[config.mk]
export PLATFORM = sky130hd
export DESIGN_NAME = rbx_exec
export DESIGN_NICKNAME = d
export VERILOG_FILES = /design/src/include/rbx_pkg.sv /design/src/verilog/rbx_decode.sv /design/src/verilog/rbx_exec.sv
export SDC_FILE = /design/constraint.sdc
export NUM_CORES = 1
export LEC_CHECK = 0
export BUFFER_PORTS_ARGS = -buffer_cell sky130_fd_sc_hd__buf_4
export CELL_PAD_IN_SITES_DETAIL_PLACEMENT = 0
export CELL_PAD_IN_SITES_GLOBAL_PLACEMENT = 1
export CORE_MARGIN = 1
export CORE_UTILIZATION = 35
export DETAILED_ROUTE_END_ITERATION = 7
export PLACE_DENSITY_LB_ADDON = 0.12
export SKIP_LAST_GASP = 1
export SYNTH_ARGS = -nofsm -noshare
export SYNTH_HDL_FRONTEND = slang
export SYNTH_HIERARCHICAL = 1
export SYNTH_SLANG_ARGS = --single-unit
[constraint.sdc]
create_clock -name core_clk_in -period 3.89 [get_ports core_clk_in]
set_input_delay 0.778 -clock core_clk_in [delete_from_list [all_inputs] [get_ports core_clk_in]]
set_output_delay 0.778 -clock core_clk_in [all_outputs]
set_load 0.03 [all_outputs]
[src/include/rbx_pkg.sv]
package rbx_pkg;
    // program counter and word widths
    localparam int PC_W          = 21;
    localparam int WORD_W        = 16;
    // opcode fields
    localparam int OP_HI_POS     = 8;
    localparam int OP_BRA_POS    = 11;
    localparam logic [7:0] OP_CARRY_SET   = 8'hE2;
    localparam logic [7:0] OP_CARRY_CLEAR = 8'hE3;
    localparam logic [7:0] OP_NEGATIVE    = 8'hE6;
    localparam logic [7:0] OP_NONZERO     = 8'hE1;
    localparam logic [4:0] OP_JUMP        = 5'h1A;
    localparam int SHORT_OFF_W   = 8;
    localparam int LONG_OFF_W    = 11;
    // quarter cycles per instruction cycle, pc write in the last
    localparam logic [1:0] Q_LAST = 2'h3;
    localparam logic [1:0] Q_FIRST = 2'h0;
    // reset values
    localparam logic [PC_W-1:0] PC_RESET = 21'h00_0000;

    typedef enum logic [1:0] {
        RBX_KIND_NONE,
        RBX_KIND_COND,
        RBX_KIND_JUMP
    } rbx_kind_e;

    typedef enum logic {
        RBX_ST_EXEC,
        RBX_ST_FLUSH
    } rbx_state_e;
endpackage

[src/verilog/rbx_decode.sv]
`timescale 1ns/1ps
module rbx_decode
    import rbx_pkg::*;
(
    input  wire logic [WORD_W-1:0] word_in,
    input  wire logic              carry_in,
    input  wire logic              negative_in,
    input  wire logic              zero_in,
    output rbx_kind_e              kind_out,
    output logic                   taken_out,
    output logic [PC_W-1:0]        disp_out
);
    logic [7:0] hi;

    // opcode recognition, condition test and doubled sign-extended offset
    always_comb
    begin
        hi        = word_in[WORD_W-1:OP_HI_POS];
        kind_out  = RBX_KIND_NONE;
        taken_out = 1'b0;
        disp_out  = '0;
        if (word_in[WORD_W-1:OP_BRA_POS] == OP_JUMP)
        begin
            kind_out  = RBX_KIND_JUMP;
            taken_out = 1'b1;
            disp_out  = {{(PC_W-LONG_OFF_W-1){word_in[LONG_OFF_W-1]}},
                         word_in[LONG_OFF_W-1:0], 1'b0};
        end
        else if (hi == OP_CARRY_SET || hi == OP_CARRY_CLEAR ||
                 hi == OP_NEGATIVE || hi == OP_NONZERO)
        begin
            kind_out = RBX_KIND_COND;
            disp_out = {{(PC_W-SHORT_OFF_W-1){word_in[SHORT_OFF_W-1]}},
                        word_in[SHORT_OFF_W-1:0], 1'b0};
            if (hi == OP_CARRY_SET)
                taken_out = carry_in;
            else if (hi == OP_CARRY_CLEAR)
                taken_out = !carry_in;
            else if (hi == OP_NEGATIVE)
                taken_out = negative_in;
            else
                taken_out = !zero_in;
        end
    end
endmodule

[src/verilog/rbx_exec.sv]
`timescale 1ns/1ps
module rbx_exec
    import rbx_pkg::*;
(
    input  wire logic            core_clk_in,
    input  wire logic            reset_n_in,
    input  wire logic            word_valid_in,
    input  wire logic [WORD_W-1:0] word_in,
    input  wire logic [PC_W-1:0] pc_inc_in,
    input  wire logic            carry_in,
    input  wire logic            negative_in,
    input  wire logic            zero_in,
    output logic                 pc_load_out,
    output logic [PC_W-1:0]      pc_target_out,
    output logic                 flush_out,
    output logic                 busy_out,
    output logic                 flags_we_out
);
    typedef struct packed {
        rbx_state_e      st;
        logic [1:0]      q;
        logic            load;
        logic [PC_W-1:0] target;
    } rbx_state_s;

    rbx_state_s cur;
    rbx_state_s next_cur;
    rbx_kind_e  kind;
    logic       taken;
    logic [PC_W-1:0] disp;

    rbx_decode u_dec (
        .word_in     (word_in),
        .carry_in    (carry_in),
        .negative_in (negative_in),
        .zero_in     (zero_in),
        .kind_out    (kind),
        .taken_out   (taken),
        .disp_out    (disp)
    );

    // quarter counter, branch decision and flush sequencing
    always_comb
    begin
        next_cur      = cur;
        next_cur.q    = cur.q + 2'h1;
        next_cur.load = 1'b0;
        case (cur.st)
            RBX_ST_EXEC:
            begin
                if (cur.q == Q_LAST - 2'h1 && word_valid_in && taken
                    && kind != RBX_KIND_NONE)
                begin
                    next_cur.load   = 1'b1;
                    next_cur.target = pc_inc_in + disp;
                end
                if (cur.q == Q_LAST && cur.load)
                    next_cur.st = RBX_ST_FLUSH;
            end
            RBX_ST_FLUSH:
            begin
                if (cur.q == Q_LAST)
                    next_cur.st = RBX_ST_EXEC;
            end
            default:
                next_cur.st = RBX_ST_EXEC;
        endcase
    end

    always_ff @(posedge core_clk_in or negedge reset_n_in)
    begin
        if (!reset_n_in)
        begin
            cur.st     <= RBX_ST_EXEC;
            cur.q      <= Q_FIRST;
            cur.load   <= 1'b0;
            cur.target <= PC_RESET;
        end
        else
            cur <= next_cur;
    end

    // outputs
    assign pc_load_out   = cur.load;
    assign pc_target_out = cur.target;
    assign flush_out     = (cur.st == RBX_ST_FLUSH);
    assign busy_out      = (cur.st == RBX_ST_FLUSH) || cur.load;
    assign flags_we_out  = 1'b0;
endmodule

* Word-level counts from Yosys, hierarchy flattened
Index checks and enable logic that the tools add are counted.
Widths: inputs -> output; s select.
** Storage, ports and cells
- Input port bits :: 43
- Output and inout port bits :: 25
- Register bits :: 25
- Word-level logic and storage cells :: 40
** Cells by class
- Reduce and logical (&&, ||, !) cells :: 12
- Equal/unequal tests :: 7
- Muxes and demuxes :: 14
- Add/sub/neg operators :: 2
- Bitwise operators :: 1
** Operator list (count)
- $mux 22 :: 2
- $mux 21 :: 2
- $eq 8x8->1 const B :: 4
- $add 21x21->21 :: 1
- $mux 1 :: 8
- $eq 5x5->1 const B :: 1
- $eq 2x2->1 const B :: 2
- $logic_and 1x1->1 :: 4
- $logic_or 1x1->1 :: 4
- $add 2x1->2 const B :: 1
- $logic_not 1->1 :: 2
- $mux 2 :: 1
- $pmux 1 s2 :: 1
- $reduce_and 2->1 :: 1
- $reduce_bool 2->1 :: 1
- $not 1->1 :: 1

* Depth between registers and ports, before layout
- Depth in word-level cells :: 10
- Depth in mapped cells :: 14
- Mapped depth without buffers :: 11

* By module
Netlist, hierarchy kept.
** By module, submodules not included
- rbx_exec :: sequential area each 625.6 µm², cells an instance 260, times used 1, area each 2149.6 µm²
- rbx_decode :: sequential area each 0.0 µm², cells an instance 42, times used 1, area each 300.3 µm²

* Least setup slack after synthesis
OpenSTA, ideal clock, no wires.
- Kind :: in2reg
- Start point :: in word_in[12]
- End point :: reg cur (netlist bit pc_target_out[20])
- Arrival time :: 3056 ps
- Setup time :: 95 ps
- Data required time :: 3795 ps
- Stages on the path :: 11
- Path buffers :: 1
- Slack :: 739 ps
- Cell sequence :: and2b_1 > and3_4 > o21a_1 > a22o_1 > buf_4 > ha_1 > a21oi_2 > o21ai_0 > a311o_1 > o21a_1 > o31ai_1
** On the way
- Longest elaborated chain between the ends :: 9
- Elaborated cells on any way between the ends :: 22
- Those cells by class :: add/sub: 1; eq/ne: 5; mux: 9; reduce/logical: 7
** Ends and longest elaborated chain
- start, declared :: RTL line rbx_exec.sv:8 : input wire logic [WORD_W-1:0] word_in,
- $eq 8x8->1 :: RTL line rbx_decode.sv:29 : else if (hi == OP_CARRY_SET || hi == OP_CARRY_CLEAR ||
- $logic_or 1x1->1 (2 in series) :: RTL line rbx_decode.sv:29
- $logic_or 1x1->1 :: RTL line rbx_decode.sv:30 : hi == OP_NEGATIVE || hi == OP_NONZERO)
- $mux 1 :: RTL line rbx_decode.sv:29
- $mux 2 * :: RTL line rbx_decode.sv:22 : if (word_in[WORD_W-1:OP_BRA_POS] == OP_JUMP)
- net kind[0] :: RTL line rbx_exec.sv:28 : rbx_kind_e kind;
- $reduce_bool 2->1 * :: RTL line rbx_exec.sv:52 : && kind != RBX_KIND_NONE)
- $logic_and 1x1->1 * :: RTL line rbx_exec.sv:52
- $reduce_and 2->1 (no source line) *
- end signal, assigned :: RTL line rbx_exec.sv:80 : cur <= next_cur;
- end, declared :: RTL line rbx_exec.sv:26 : rbx_state_s cur;
Mark *: on every way through the listed nets, which the timed path passes. The rest lies on a longest branch.
A chain may end at the register's enable or synchronous reset.

* Final worst setup path
Same ends and word-level chain as after synthesis.

==> impl_metrics.py <==
metrics = {
    "clock_network": {
        "cts_tree": "done",
        "cts_sinks": 25,
        "clk_pin_slew_ns": 0.10,
        "insertion_delay_ns": 0.27,
        "clockBufferDepth": 2,
        "cts_setup_buffers": 0,
        "ctsResizeCount": 0,
        "htreeDepth": 1,
        "cts_made_buffers": 3,
        "root_buffer": "clkbuf_8",
        "hold_buffers": 0,
    },
    "sta": {
        "finalCriticalPeriod_ns": 3.33,
        "finalHoldViolCount": 0,
        "fin_skew_ns": 0.00143,
        "setup_tns_ns": 0,
        "post-route-period-util_pct": 85.5,
        "rsz0062_at_grt": "no",
        "finalSetupViolations": 0,
        "maxSlewViolCount": 0,
        "whs_ns": 0.401,
        "fmax_mhz": 301,
    },
    "synth": {
        "yosysUniqueCellTypes": 55,
        "ys_ff_latch": 25,
        "synth_area_um2": 2450,
        "synth_warnings": 6,
        "synth_nets": 368,
        "synth-async-reset-ratio_pct": 100,
        "synthFlopType": "dfrtp_1",
        "yosysTopAreaCell": "dfrtp_1",
        "avgSynthCellArea_um2": 8.11,
        "synth_area_leaders": "dfrtp_1, ha_1, buf_4",
        "synth_edf_count": 0,
        "syn_inst": 302,
        "yosysTopAreaCellShare_pct": 25.5,
        "seq_area_frac_synth_pct": 25.5,
    },
    "global_routing": {
        "grt_overflow": 0,
        "grt-busiest-layer": "met2",
        "grt_pass1_wl_mm": 9.78,
        "antenna_found_initial": 0,
        "grt_usage_pct": 16.6,
        "use_met3_pct": 2.89,
        "grt_max_degree": 42,
        "use_met2_pct": 27.3,
        "grt_pass1_vias": 2064,
        "grt_use_met1_pct": 23.2,
    },
    "finish": {
        "multi_input_area_um2": 1520,
        "final_nets": 400,
        "regArea_um2": 626,
        "finalNonFillerCells": 429,
        "final_common_cell": "buf_4",
        "fillCellCount": 713,
        "area_growth_pct": 16.4,
        "diodes": 0,
        "layout-drive-gt1-share_pct": 24.6,
        "final_cell_mix": "buf_4, nand2_1, dfrtp_1",
    },
    "floorplan": {
        "rows": 30,
        "die_area_um2": 7340,
        "start_util_pct": 36.1,
        "coreArea_um2": 6790,
        "dieWidth_um": 85.7,
        "io_pins": 68,
        "die_y_um": 85.7,
    },
    "setup_path": {
        "worstPathCellList": "buf_4 > and2b_1 > and3_4 > o21a_1 > a22o_1 > ha_1 > a21oi_2 > o21ai_0 > a311o_1 > o21a_1 > o31ai_1",
        "cp_max_fo": 10,
        "cp-start-kind": "input pin",
        "r2r_setup_slack_ns": 2.22,
        "cp_data_arrival_time_ns": 3.51,
        "reg2regPathDepth": 8,
        "worst_setup_path_end_kind": "flip-flop",
        "path_common_cell": "o21a_1",
        "critPathKind": "input pin to flip-flop",
        "critical_path.startpoint": "word_in[12]",
        "reg2reg_to": "pc_target_out[19]",
        "cp_slowest_stage_delay_ns": 0.41,
        "required_ns": 4.07,
        "worst-path-buf-inv": 1,
        "cpMaxStageDelayCell": "a22o_1",
        "r2r_start": "cur[22]",
        "critPathTopFamily": "compound AO/OA/AOI/OAI gates",
    },
    "detailed_routing": {
        "drt_iter0_drc": 86,
        "route.detailed.drc": 0,
        "dr.pass1.iters": 4,
        "wl_per_cell_um": 13.1,
        "wirelength_mm": 5.63,
        "antenna_left": 0,
        "vias": 2094,
        "vias_per_cell": 4.88,
    },
    "pwr": {
        "power.leakage_nw": 1.42,
        "p_comb_share_pct": 24.0,
        "intPower_uw": 397,
        "seqPwrFrac_pct": 46.6,
        "power_density_nw_per_um2": 197,
        "vdd_drop_max_v": 0.000155,
        "pwr-share-clk_pct": 29.4,
        "power_switching_uw": 166,
        "p_sw_share_pct": 29.4,
    },
    "placement": {
        "dp_hpwl_mm": 4.49,
        "portBuffers": 66,
        "dp_cells": 425,
        "gp_congestion": 0.796,
    },
    "run_status": {
        "status": "finished, final reports clean",
    },
    "min_path": {
        "hold_path.class": "input pin to asynchronous set/reset pin",
    },
    "run": {
        "cap_viol_max_count": 0,
    },
}
[synthesized netlist by cell type (2+ instances only)]
library cell / instances
nand2_1: 41
buf_4: 33
dfrtp_1: 25
o21ai_0: 24
ha_1: 22
a21oi_1: 18
nor2_1: 14
and2_1: 9
xnor2_1: 9
inv_1: 8
clkbuf_1: 7
nand3_1: 7
o21a_1: 7
a21o_1: 6
o211ai_1: 6
xor2_1: 5
nand4_1: 4
nor3_1: 4
a211oi_1: 3
a21oi_2: 3
nor2b_1: 3
o31ai_1: 3
a31oi_1: 2
a32o_1: 2
and3_1: 2
and4_1: 2
conb_1: 2
o21ai_1: 2
o21bai_1: 2
o22ai_1: 2
[worst max-delay path by stage]
| stage | end | slack [ns] | cells after the start |
|---|---|---|---|
| 4_1_cts | pc_target_out[20] | 0.55 | 11 |
| 2_1_floorplan | pc_target_out[20] | 0.74 | 11 |
| 3_5_place_dp | pc_target_out[20] | 0.26 | 11 |
| 6_report | pc_target_out[20] | 0.56 | 11 |
| 3_3_place_gp | pc_target_out[20] | 0.33 | 11 |
| 5_1_grt | pc_target_out[20] | 0.29 | 11 |
[worst reg2reg max path: cells and delay by family (launching register included)]
| family | cells | cell delay [ns] |
|---|---|---|
| AO/OA/AOI/OAI | 2 | 0.23 |
| adder cells (fa/ha/maj) | 1 | 0.18 |
| buffers and inverters | 2 | 0.44 |
| flip-flops | 1 | 0.37 |
| AND/OR/NAND/NOR | 3 | 0.37 |
[state kept, by name, summed over array words and instances, names as in the netlist]
name	cells
pc_load_out	1
pc_target_out	21
cur	2
flush_out	1
[cell type report]
cell class / count / area share (%)
clock inverter: 1 / 0.176
clock buffer: 3 / 1.45
sequential: 25 / 21.9
tap: 96 / 4.21
timing repair buffer: 68 / 17.9
inverter: 8 / 1.05
multi-input combinational: 228 / 53.3
[power by group through the flow]
| stage | sequential (mW) | clock, mW | combinational, mW |
|---|---|---|---|
| global route | 0.262 | 0.184 | 0.152 |
| global placement | 0.267 | 0 | 0.137 |
| CTS | 0.262 | 0.173 | 0.137 |
| finish | 0.262 | 0.166 | 0.135 |
| detailed placement | 0.267 | 0 | 0.136 |
| floorplan | 0.267 | 0 | 0.0815 |
[cells by family (layout without fill, tap and decap cells)]
logic type | after synthesis | count (layout) | synth area share, %
and+or+nand+nor | 95 | 95 | 18.8
AOI/OAI and AO/OA | 93 | 93 | 25.3
buffers and inverters | 49 | 80 | 12.6
DFF | 25 | 25 | 25.5
adders and majority gates | 23 | 23 | 12.1
xor gates and xnor gates | 14 | 14 | 5.01
other | 2 | 2 | 0.307
muxes | 1 | 1 | 0.409
[metal layers]
layer | vias to the layer above | wire (µm)
li1 | 1107 | -
met1 | 935 | 2840
met2 | 50 | 2500
met3 | 2 | 263
met4 | 0 | 22
met5 | - | 0
[through the flow]
stage	utilization (%)	area (µm²)	setup WS, ns	total power, mW
after floorplan	-	2450	0.739	0.349
after global placement	41.3	2810	0.332	0.404
after detailed placement	41.3	2810	0.256	0.404
after CTS	42.0	2850	0.546	0.572
after global routing	42.0	2850	0.288	0.599
final	42.0	2850	0.564	0.563
Power figures use the tool's default switching activity.
